--- config.mk ---
export PLATFORM = sky130hd
export DESIGN_NAME = srs_reset_sequencer
export DESIGN_NICKNAME = d
export VERILOG_FILES = /design/src/core/srs_pkg.sv /design/src/core/srs_reset_sequencer.sv
export SDC_FILE = /design/constraint.sdc
export NUM_CORES = 1
export LEC_CHECK = 0
export ABC_AREA = 1
export BUFFER_PORTS_ARGS = -buffer_cell sky130_fd_sc_hd__buf_4
export CELL_PAD_IN_SITES_DETAIL_PLACEMENT = 1
export CELL_PAD_IN_SITES_GLOBAL_PLACEMENT = 1
export CORE_ASPECT_RATIO = 1.4
export CORE_UTILIZATION = 38
export CTS_CLUSTER_DIAMETER = 200
export CTS_CLUSTER_SIZE = 40
export DETAILED_ROUTE_END_ITERATION = 16
export PLACE_DENSITY_LB_ADDON = 0.1
export SYNTH_ARGS = -nofsm -noshare
export SYNTH_HDL_FRONTEND = slang
export SYNTH_SLANG_ARGS = --single-unit
--- constraint.sdc ---
create_clock -name pclk -period 2.1 [get_ports pclk]
set_input_delay 0.21 -clock pclk [delete_from_list [all_inputs] [get_ports pclk]]
set_output_delay 0.21 -clock pclk [all_outputs]
set_load 0.01 [all_outputs]
--- src/core/srs_pkg.sv ---
// package: constants and types of the system reset sequencer
package srs_pkg;
    // clock rate and timing (times in ns, counts derived, least times round up)
    localparam int unsigned CLK_PERIOD_NS = 40;
    localparam int unsigned PWR_STABLE_NS = 10000;
    localparam int unsigned RC_WARM_NS = 2000;
    localparam int unsigned XTAL_WARM_NS = 100000;
    localparam int unsigned PWR_STABLE_CYC = (PWR_STABLE_NS + CLK_PERIOD_NS - 1) / CLK_PERIOD_NS;
    localparam int unsigned RC_WARM_CYC = (RC_WARM_NS + CLK_PERIOD_NS - 1) / CLK_PERIOD_NS;
    localparam int unsigned XTAL_WARM_CYC = (XTAL_WARM_NS + CLK_PERIOD_NS - 1) / CLK_PERIOD_NS;
    localparam int unsigned CNT_W = 12;
    // register indices; byte address is four times the index
    localparam logic [9:0] FLAGS_IDX = 10'h086;
    localparam logic [9:0] CTRL_IDX = 10'h088;
    localparam logic [9:0] EVT_IDX = 10'h089;
    localparam logic [9:0] MASK_IDX = 10'h08a;
    // program_flags field positions
    localparam int unsigned CAUSE_HI_BIT = 7;
    localparam int unsigned CAUSE_LO_BIT = 6;
    localparam int unsigned LOW_HIGH_BIT = 5;
    localparam int unsigned LOW_MID_BIT = 4;
    // control register fields and reset value
    localparam int unsigned CTRL_PIN_EN_BIT = 0;
    localparam int unsigned CTRL_XTAL_BIT = 1;
    localparam logic [1:0] CTRL_RST = 2'h1;
    // reset cause codes in program_flags[7:6]
    localparam logic [1:0] CAUSE_WDT = 2'h0;
    localparam logic [1:0] CAUSE_RSVD = 2'h1;
    localparam logic [1:0] CAUSE_POWER = 2'h2;
    localparam logic [1:0] CAUSE_PIN = 2'h3;
    // event status bit positions
    localparam int unsigned EVT_WDT = 0;
    localparam int unsigned EVT_BROWN = 1;
    localparam int unsigned EVT_PIN = 2;
    localparam int unsigned EVT_DONE = 3;
    localparam int unsigned EVT_W = 4;
    // synchroniser reset value: pin idles high, everything else low
    localparam logic [4:0] SYNC_RST = 5'h04;
    // sequencer states
    typedef enum logic [2:0] {ST_PWR_WAIT, ST_PIN_CHECK, ST_INIT, ST_WARM, ST_RUN} srs_state_t;
    // synchronised pin-side inputs travel together
    typedef struct packed {
        logic low_high;   // supply below upper flag level
        logic low_mid;    // supply below middle flag level
        logic pin_n;      // external reset pin level
        logic brownout;   // detector below reset level
        logic supply_ok;  // supply reported stable
    } srs_pins_t;
endpackage

--- src/core/srs_reset_sequencer.sv ---
// system reset sequencer: cause gathering, boot sequence, cause flags and apb registers
// Notes on behaviour
// reset on power, watchdog, brown-out, enabled pin
// while resetting hold core, clear program counter
// after sequence, execute from address zero
// cause code in flag bits 7:6
// order: supply wait, pin, init, warm-up, run
// enabled pin low keeps device in reset
// watchdog overflow resets the device
// watchdog reset: init, warm-up, then run
// warm-up length follows oscillator type
// brown-out threshold is the detector level
// detector reset clears both low-supply flags
// cause loaded once per reset, then kept
`timescale 1ns/1ns
`default_nettype none
module srs_reset_sequencer
    import srs_pkg::*;
#(
    parameter int unsigned PWR_STABLE = PWR_STABLE_CYC,
    parameter int unsigned RC_WARM = RC_WARM_CYC,
    parameter int unsigned XTAL_WARM = XTAL_WARM_CYC
)(
    input wire logic pclk,
    input wire logic presetn,
    input wire logic psel,
    input wire logic penable,
    input wire logic pwrite,
    input wire logic [11:0] paddr,
    input wire logic [31:0] pwdata,
    output logic [31:0] prdata,
    output logic pready,
    output logic pslverr,
    input wire logic supply_ok_raw,
    input wire logic brownout_raw,
    input wire logic ext_reset_pin_n,
    input wire logic low_mid_raw,
    input wire logic low_high_raw,
    input wire logic wdt_overflow,
    output logic core_reset_n,
    output logic pc_clear,
    output logic irq
);
    // two-flop synchronisers for all asynchronous pin-side inputs
    logic [4:0] sync1_reg;
    logic [4:0] sync2_reg;
    srs_pins_t pins;
    // sequencer state, counter and control
    srs_state_t state_reg;
    srs_state_t state_next;
    logic [CNT_W-1:0] cnt_reg;
    logic [1:0] ctrl_reg;
    logic [1:0] cause_reg;      // cause visible to software
    logic [1:0] pend_reg;       // cause of the reset in progress
    logic [1:0] low_reg;        // low-supply flags {high, mid}
    logic [2:0] alu_reg;        // carry, half carry, zero storage
    logic [EVT_W-1:0] evt_reg;
    logic [EVT_W-1:0] mask_reg;
    logic [EVT_W-1:0] evt_set;
    // decoded causes
    logic pin_en;
    logic pin_low;
    logic wdt_hit;
    logic warm_done;
    logic [CNT_W-1:0] warm_len;
    // apb decode
    logic [9:0] idx;
    logic mapped;
    logic wr_en;
    logic flags_wr;

    // first flop feeds only the second flop
    always_ff @(posedge pclk or negedge presetn)
    begin
        if (!presetn)
        begin
            sync1_reg <= SYNC_RST;
            sync2_reg <= SYNC_RST;
        end
        else
        begin
            sync1_reg <= {low_high_raw, low_mid_raw, ext_reset_pin_n, brownout_raw, supply_ok_raw};
            sync2_reg <= sync1_reg;
        end
    end
    assign pins = srs_pins_t'(sync2_reg);

    // cause decode; brown-out threshold is whatever the detector reports
    assign pin_en = ctrl_reg[CTRL_PIN_EN_BIT];
    assign pin_low = pin_en && !pins.pin_n;
    assign wdt_hit = (state_reg == ST_RUN) && wdt_overflow;
    // crystal needs a long warm-up, rc a short one
    assign warm_len = ctrl_reg[CTRL_XTAL_BIT] ? CNT_W'(XTAL_WARM) : CNT_W'(RC_WARM);
    assign warm_done = (cnt_reg >= warm_len - CNT_W'(1));

    // next state: brown-out beats pin, pin beats watchdog
    // the pin is only looked at once the supply wait is over, so a low pin cannot skip it
    always_comb
    begin
        state_next = state_reg;
        if (pins.brownout)
            state_next = ST_PWR_WAIT;
        else if (pin_low && state_reg != ST_PWR_WAIT)
            state_next = ST_PIN_CHECK;
        else if (wdt_hit)
            state_next = ST_INIT;
        else
        begin
            unique case (state_reg)
                ST_PWR_WAIT:
                begin
                    // supply must stay good for the whole settle time
                    if (pins.supply_ok && cnt_reg >= CNT_W'(PWR_STABLE - 1))
                        state_next = ST_PIN_CHECK;
                end
                ST_PIN_CHECK: state_next = ST_INIT;
                ST_INIT: state_next = ST_WARM;
                ST_WARM:
                    if (warm_done)
                        state_next = ST_RUN;
                ST_RUN: state_next = ST_RUN;
            endcase
        end
    end

    // state register; power-on starts in the supply wait
    always_ff @(posedge pclk or negedge presetn)
    begin
        if (!presetn)
            state_reg <= ST_PWR_WAIT;
        else
            state_reg <= state_next;
    end

    // cycle counter restarts on every state change and, in the supply wait, while supply is bad
    always_ff @(posedge pclk or negedge presetn)
    begin
        if (!presetn)
            cnt_reg <= '0;
        else if (state_next != state_reg || (state_reg == ST_PWR_WAIT && !pins.supply_ok))
            cnt_reg <= '0;
        else if (state_reg != ST_RUN)
            cnt_reg <= cnt_reg + CNT_W'(1);
    end

    // core held and program counter cleared outside run
    always_ff @(posedge pclk or negedge presetn)
    begin
        if (!presetn)
        begin
            core_reset_n <= 1'b0;
            pc_clear <= 1'b1;
        end
        else
        begin
            core_reset_n <= (state_next == ST_RUN);
            pc_clear <= (state_next != ST_RUN);
        end
    end

    // pending cause: latest event wins, power code after power-on
    always_ff @(posedge pclk or negedge presetn)
    begin
        if (!presetn)
            pend_reg <= CAUSE_POWER;
        else if (pins.brownout)
            pend_reg <= CAUSE_POWER;
        else if (pin_low)
            pend_reg <= CAUSE_PIN;
        else if (wdt_hit)
            pend_reg <= CAUSE_WDT;
    end

    // apb decode; answer in the first access cycle
    assign idx = paddr[11:2];
    assign mapped = (idx == FLAGS_IDX) || (idx == CTRL_IDX) || (idx == EVT_IDX) || (idx == MASK_IDX);
    assign wr_en = psel && penable && pready && pwrite && mapped;
    assign flags_wr = wr_en && (idx == FLAGS_IDX);

    // cause field: loaded once in init, else only software changes it
    always_ff @(posedge pclk or negedge presetn)
    begin
        if (!presetn)
            cause_reg <= CAUSE_POWER;
        else if (state_reg == ST_INIT)
            cause_reg <= pend_reg;
        else if (flags_wr)
            cause_reg <= pwdata[CAUSE_HI_BIT:CAUSE_LO_BIT];
    end

    // low-supply flags follow the supply, cleared by a detector reset
    always_ff @(posedge pclk or negedge presetn)
    begin
        if (!presetn)
            low_reg <= 2'h0;
        else if (pins.brownout || (state_reg == ST_PWR_WAIT && pend_reg == CAUSE_POWER))
            low_reg <= 2'h0;
        else
            low_reg <= {pins.low_high, pins.low_mid};
    end

    // arithmetic flags held at initial value while not running
    always_ff @(posedge pclk or negedge presetn)
    begin
        if (!presetn)
            alu_reg <= 3'h0;
        else if (state_reg != ST_RUN)
            alu_reg <= 3'h0;
        else if (flags_wr)
            alu_reg <= pwdata[2:0];
    end

    // control: pin enable and oscillator type
    always_ff @(posedge pclk or negedge presetn)
    begin
        if (!presetn)
            ctrl_reg <= CTRL_RST;
        else if (wr_en && idx == CTRL_IDX)
            ctrl_reg <= pwdata[1:0];
    end

    // event sources; a set in the clearing cycle is kept
    always_comb
    begin
        evt_set = '0;
        evt_set[EVT_WDT] = wdt_hit;
        evt_set[EVT_BROWN] = pins.brownout && state_reg == ST_RUN;
        evt_set[EVT_PIN] = pin_low && state_reg == ST_RUN;
        evt_set[EVT_DONE] = (state_reg == ST_WARM) && (state_next == ST_RUN);
    end

    // sticky events, write one to clear, and the mask
    always_ff @(posedge pclk or negedge presetn)
    begin
        if (!presetn)
        begin
            evt_reg <= '0;
            mask_reg <= '0;
        end
        else
        begin
            if (wr_en && idx == EVT_IDX)
            begin
                evt_reg <= (evt_reg & ~pwdata[EVT_W-1:0]) | evt_set;
            end
            else
            begin
                evt_reg <= evt_reg | evt_set;
            end
            if (wr_en && idx == MASK_IDX)
            begin
                mask_reg <= pwdata[EVT_W-1:0];
            end
        end
    end

    // level interrupt from a flop
    always_ff @(posedge pclk or negedge presetn)
    begin
        if (!presetn)
        begin
            irq <= 1'b0;
        end
        else
        begin
            irq <= |(((evt_reg | evt_set) & mask_reg));
        end
    end

    // apb answer: ready, data and error loaded in the setup cycle
    always_ff @(posedge pclk or negedge presetn)
    begin
        if (!presetn)
        begin
            pready <= 1'b0;
            pslverr <= 1'b0;
            prdata <= '0;
        end
        else
        begin
            pready <= psel && !penable;
            pslverr <= psel && !penable && !mapped;
            prdata <= '0;
            if (psel && !penable && !pwrite)
            begin
                // unmapped reads return zero; bit 3 reads zero
                unique case (idx)
                    FLAGS_IDX: prdata <= {24'h0, cause_reg, low_reg, 1'b0, alu_reg};
                    CTRL_IDX: prdata <= {30'h0, ctrl_reg};
                    EVT_IDX: prdata <= {28'h0, evt_reg};
                    MASK_IDX: prdata <= {28'h0, mask_reg};
                    default: prdata <= '0;
                endcase
            end
        end
    end
endmodule // srs_reset_sequencer
`default_nettype wire

### Word level (Yosys, flattened, before mapping)

Index checks and enable logic that the tools add are counted.

* $add $sub $neg: 2
* multiply operators: 0
* divide/modulo/power cells: 0
* magnitude comparators: 2
* eq/ne operators: 13
* shift-type cells: 0
* mux-type cells: 20
* bitwise gates (word level): 5
* reductions and logical operators: 37

Operators by type and width (number)
* $eq 10x8->1 const B: 4
* $mux 12: 3
* $pmux 8 s4: 1
* $mux 3: 7
* $logic_and 1x1->1: 20
* $pmux 3 s5: 1
* $add 12x1->12 const B: 1
* $ge 12x12->1: 1
* $ge 12x8->1 const B: 1
* $mux 2: 6
* $sub 12x1->12 const B: 1
* $and 4x4->4: 2
* $mux 8: 1
* $or 4x4->4: 2
* $eq 3x2->1 const B: 2
* $eq 3x3->1 const B: 2
* $ne 3x3->1 const B: 2
* $reduce_bool 2->1: 3
* $reduce_bool 3->1: 2
* $logic_not 1->1: 5
* $logic_or 1x1->1: 5
* $mux 4: 1
* $not 4->4: 1
* $reduce_or 4->1: 1
* other kinds (4): 4

* register bits after elaboration: 81
* bits in latches: 0
* RAM bits: 0
* memory bits (read-only): 0
* input port bits: 55
* output and inout port bits: 37
* logic and storage cells: 96
* memories: 0

### Logic depth before layout (Yosys ltp)

* word-level depth: 13
* depth in mapped cells: 17
* depth with buffers taken out: 16

### Worst setup path before layout

Ideal clock, no wire load.

* path kind: reg-to-reg
* from: reg ctrl_reg[1]
* to: reg cnt_reg[4]
* library setup time: 0.069 ns
* arrival: 1.866 ns
* data required time: 2.031 ns
* setup slack: 0.165 ns
* stages on the path, launching flop included: 16
* buffers on the path: 1
* clock period less this slack: 1.935 ns
* cell sequence: dfrtp_1 inv_1 ha_1 nand2_1 nor2_4 nand3_2 nand3_1 nand2_1 nand2_2 nand3_1 nand2_2 nor2_1 nor2_2 nand3_2 buf_6 nor2_2

* cells in the longest elaborated chain, start to end: 11
* elaborated cells on any way between the ends: 12
* those cells by class: add/sub (1); order compare (1); eq/ne (1); mux (7); reduce/logical (2)

RTL lines
* start: declaration: line srs_reset_sequencer.sv:52 `logic [1:0] ctrl_reg;`
* start signal: assignment: line srs_reset_sequencer.sv:219 `ctrl_reg <= pwdata[1:0];`
* $mux 12 (*): line srs_reset_sequencer.sv:93 `assign warm_len = ctrl_reg[CTRL_XTAL_BIT] ? CNT_W'(XTAL_WARM) : CNT_W'(RC_WARM);`
* $sub 12x1->12 (*): line srs_reset_sequencer.sv:94 `assign warm_done = (cnt_reg >= warm_len - CNT_W'(1));`
* $ge 12x12->1 (*): line srs_reset_sequencer.sv:94
* $mux 3 (*): line srs_reset_sequencer.sv:119 `if (warm_done)`
* $pmux 3 s5 (*): line srs_reset_sequencer.sv:109 `unique case (state_reg)`
* $mux 3 (*): line srs_reset_sequencer.sv:105 `else if (wdt_hit)`
* $mux 3 (*): line srs_reset_sequencer.sv:103 `else if (pin_low && state_reg != ST_PWR_WAIT)`
* $mux 3 (*): line srs_reset_sequencer.sv:101 `if (pins.brownout)`
* $ne 3x3->1 (*): line srs_reset_sequencer.sv:140 `else if (state_next != state_reg || (state_reg == ST_PWR_WAIT && !pins.supply_ok))`
* $logic_or 1x1->1 (*): line srs_reset_sequencer.sv:140
* $mux 12 / $reduce_bool 2->1 (equally long branches)
* end signal: assignment: line srs_reset_sequencer.sv:143 `cnt_reg <= cnt_reg + CNT_W'(1);`
* end: declaration: line srs_reset_sequencer.sv:51 `logic [CNT_W-1:0] cnt_reg;`

Every way passes the cells marked *; elsewhere a longest branch is shown, timed or not.
A chain may end at the register's enable or synchronous reset.

### Worst setup path in the final report

* from: reg ctrl_reg[1]
* to: reg cnt_reg[3]

The elaborated chain is that of the path after synthesis.

==> results.py <==
metrics = {
    "sta": {
        "whs_ps": 25.50,
        "min_period_ps": 2110,
        "maxSlewViolCount": 0,
        "fmax_mhz": 474.0,
        "slew_headroom_pct": 51.66,
        "fin_tns_setup_ps": -15.24,
        "rsz0062_at_grt": "true",
        "finalCritPeriodShare_pct": 100.5,
        "worst_pin_slew_ps": 725.2,
        "fin_worst_skew_ps": 6.595,
        "setup_viol": 3,
        "setup_slack_ps": -9.602,
        "finalHoldViolations": 0,
    },
    "cells_and_area": {
        "final_util_pct": 48.83,
        "num_antenna_cells": 0,
        "stdcell_count": 529,
        "final_nets": 489,
        "largest_reg_flops": 12,
        "syn_to_final_growth_pct": 23.80,
        "drive_gt1_share_pct": 27.04,
    },
    "yosys": {
        "synth-edff-count": 0,
        "ys_seq_area_share_pct": 46.62,
        "ys_warn_count": 0,
        "syn_area_sq_um": 3075,
        "synthCells": 360,
        "syn_avg_cell_area_sq_um": 8.543,
        "synth_seq_cells": 57,
        "ys_async_sr_fraction_pct": 100.0,
        "synthDistinctLibCells": 37,
        "ys.flop_type": "dfrtp_1",
    },
    "place": {
        "dp_hpwl_microns": 5269,
        "routabilityCongestion": 0.7560,
        "place_inst": 506,
        "io_buffers": 39,
    },
    "global_routing": {
        "grt_max_degree": 58,
        "first_global_vias": 2557,
        "antenna_found_initial": 0,
        "track_usage_pct": 18.51,
        "grt_overflow": 0,
        "grt_pass1_wl_microns": 11550,
    },
    "drt": {
        "drt_wl_total_microns": 6937,
        "wl_per_cell_microns": 13.11,
        "vias": 2398,
        "drt-pass1-iter-count": 4,
        "initialDrtViolationCount": 87,
        "drc": 0,
        "ant_nets": 0,
        "viasPerCell": 4.533,
    },
    "clock_tree": {
        "tritoncts": "built",
        "cts-buffers-inserted": 9,
        "root_buffer": "clkbuf_8",
        "htree_levels": 3,
        "cts.reportedPaths.clkPinSlew_ps": 70,
        "insertion_delay_ps": 350,
        "cts.path.max_buffers": 2,
        "cts_sinks": 57,
    },
    "floorplan": {
        "die_area_sq_um": 8462,
        "std_cell_rows": 38,
        "die_w_microns": 78.03,
        "placeableCoreArea_sq_um": 7797,
        "pin_count": 92,
        "die_y_microns": 108.4,
        "initial_utilization_pct": 39.44,
    },
    "setup_path": {
        "crit_fanout": 12,
        "crit_path_end_kind": "flop",
        "crit_required_ps": 2380,
        "crit_type": "reg -> reg",
        "ff2ff_setup_slack_ps": -10,
        "arrival_ps": 2390,
        "cp-start-kind": "flop",
    },
    "power_and_ir_drop": {
        "p_leak_nw": 1.960,
        "share_seq_of_total_power_pct": 48.5,
        "sw_frac_of_total_pct": 24.33,
        "irDropWorstVdd_mv": 0.3193,
        "p_int_mw": 1.757,
        "p_switching_uw": 564.9,
        "pwr-share-clk_pct": 44.5,
        "power_frac_comb_pct": 7.0,
        "powerDensity_nw_per_um2": 609.8,
        "total_power_mw": 2.322,
    },
    "run_status": {
        "violations": "setup timing",
        "status": "complete, but fails checks",
    },
    "min_path": {
        "hold_class": "in -> reg",
    },
    "run": {
        "max_cap_viol_count": 0,
    },
}
-- synth_stat cells (2+ instances only) --
library cell / number / area share (%)
a21oi_1: 4 / 0.65
a41oi_1: 2 / 0.57
buf_4: 24 / 5.9
dfrtp_1: 51 / 41
dfstp_2: 6 / 5.1
ha_1: 10 / 4.1
inv_1: 58 / 7.1
inv_6: 2 / 0.57
nand2_1: 78 / 9.5
nand2_2: 9 / 1.8
nand3_1: 11 / 1.8
nand3_2: 3 / 0.98
nand4_1: 5 / 1.0
nor2_1: 32 / 3.9
nor2_2: 11 / 2.2
nor2_4: 4 / 1.5
nor3_1: 3 / 0.49
nor3_2: 2 / 0.65
o21ai_0: 21 / 3.4
o31ai_1: 2 / 0.49
xnor2_1: 2 / 0.57
xor2_1: 5 / 1.4
-- power by group through the flow --
stage                     logic (mW)  registers, mW  clock network (mW)
after detailed placement       0.154           1.15                   0
after global placement         0.151           1.15                   0
final                          0.162           1.13                1.03
after floorplan                0.105           1.15                   0
after CTS                      0.164           1.13                1.07
after global routing           0.182           1.13                1.11
-- kinds of logic (layout without fill, tap and decap cells) --
kind of cell	after synthesis	count (layout)	share of synthesized area (%)
AND/OR/NAND/NOR	163	163	26.16
buffers and inverters	86	132	14.00
flip-flops	57	57	46.62
AO/OA/AOI/OAI	36	36	7.039
adder cells (fa/ha/maj)	10	10	4.068
XOR/XNOR	7	7	1.994
other	1	24	0.1219
-- worst paths after layout --
path	cells after the start	endpoint	start
min reg2reg	0	pins[1]$_DFF_PN0_	sync1_reg[1]$_DFF_PN0_
max reg2reg	15	cnt_reg[3]$_DFFE_PN0P_	ctrl_reg[1]$_DFFE_PN0P_
min	2	pready$_DFF_PN0_	penable
max	15	cnt_reg[3]$_DFFE_PN0P_	ctrl_reg[1]$_DFFE_PN0P_
min in group asynchronous	2	cnt_reg[7]$_DFFE_PN0P_	presetn
max in group asynchronous	2	state_reg[0]$_DFF_PN0_	presetn
-- placed cells by master (no fill, tap or decap), types with 2 or more instances in the layout --
cell type	Yosys	routed
ha_1	10	6
inv_6	2	2
nor2_2	11	13
nand3_1	11	11
nand4_1	5	5
inv_1	58	57
nand2_1	78	76
nand3_2	3	3
o21ai_0	21	20
nor3_1	3	3
dfrtp_1	51	51
a41oi_1	2	2
clkinvlp_4	0	2
a21oi_1	4	4
xor2_1	5	5
xnor2_1	2	2
o31ai_1	2	2
buf_4	24	47
nor3_2	2	2
clkbuf_8	0	10
ha_4	0	4
nand2_2	9	11
dlygate4sd3_1	0	6
conb_1	1	24
dfstp_2	6	6
clkinv_2	0	2
nor2_1	32	30
nor2_4	4	4
-- timing repair --
| item | 4_1_cts | 5_1_grt |
|---|---|---|
| hold buffers | 6 | 0 |
| gates cloned | 0 | 0 |
| setup endpoints to repair | 12 | 14 |
| resized for setup | 3 | 10 |
| buffers inserted | 0 | 1 |
| pin swaps | 0 | 2 |
| endpoints found under the hold margin | 56 | 0 |
-- layout make-up --
| type | count | area, sq um |
|---|---|---|
| Clock buffer | 11 | 141.4 |
| Clock inverter | 5 | 55.05 |
| Fill cell | 950 | 3990 |
| Inverter | 61 | 241.5 |
| Multi-Input combinational cell | 240 | 1366 |
| Sequential cell | 57 | 1434 |
| Tap cell | 100 | 125.1 |
| Timing Repair Buffer | 55 | 444.2 |
-- metrics by stage --
stage                     worst slack, ps  cell area (sq um)
after floorplan                     164.9               3162
after global placement              9.082               3468
final                              -9.602               3807
after detailed placement           -52.06               3468
after CTS                          -40.85               3740
after global routing               -154.4               3807
-- critical path: stages (launching register included) --
cell and delay (ps):
dfrtp_1 420, inv_4 90, ha_1 280, nand2_1 80, nor2_4 120, nand3_2 90
nand3_1 90, nand2_1 70, nand2_2 110, nand3_1 100, nand2_2 100, nor2_2 40
nor2_2 90, nand3_2 90, buf_12 160, nor2_1 90
-- routing by layer --
layer  GRT usage, %  part of all wire, %
met1          18.40                   38
met3          2.954                  3.2
met5              0                    0
met4          12.30                  2.8
met2          35.15                   56
(Power assumes the default switching activity.)
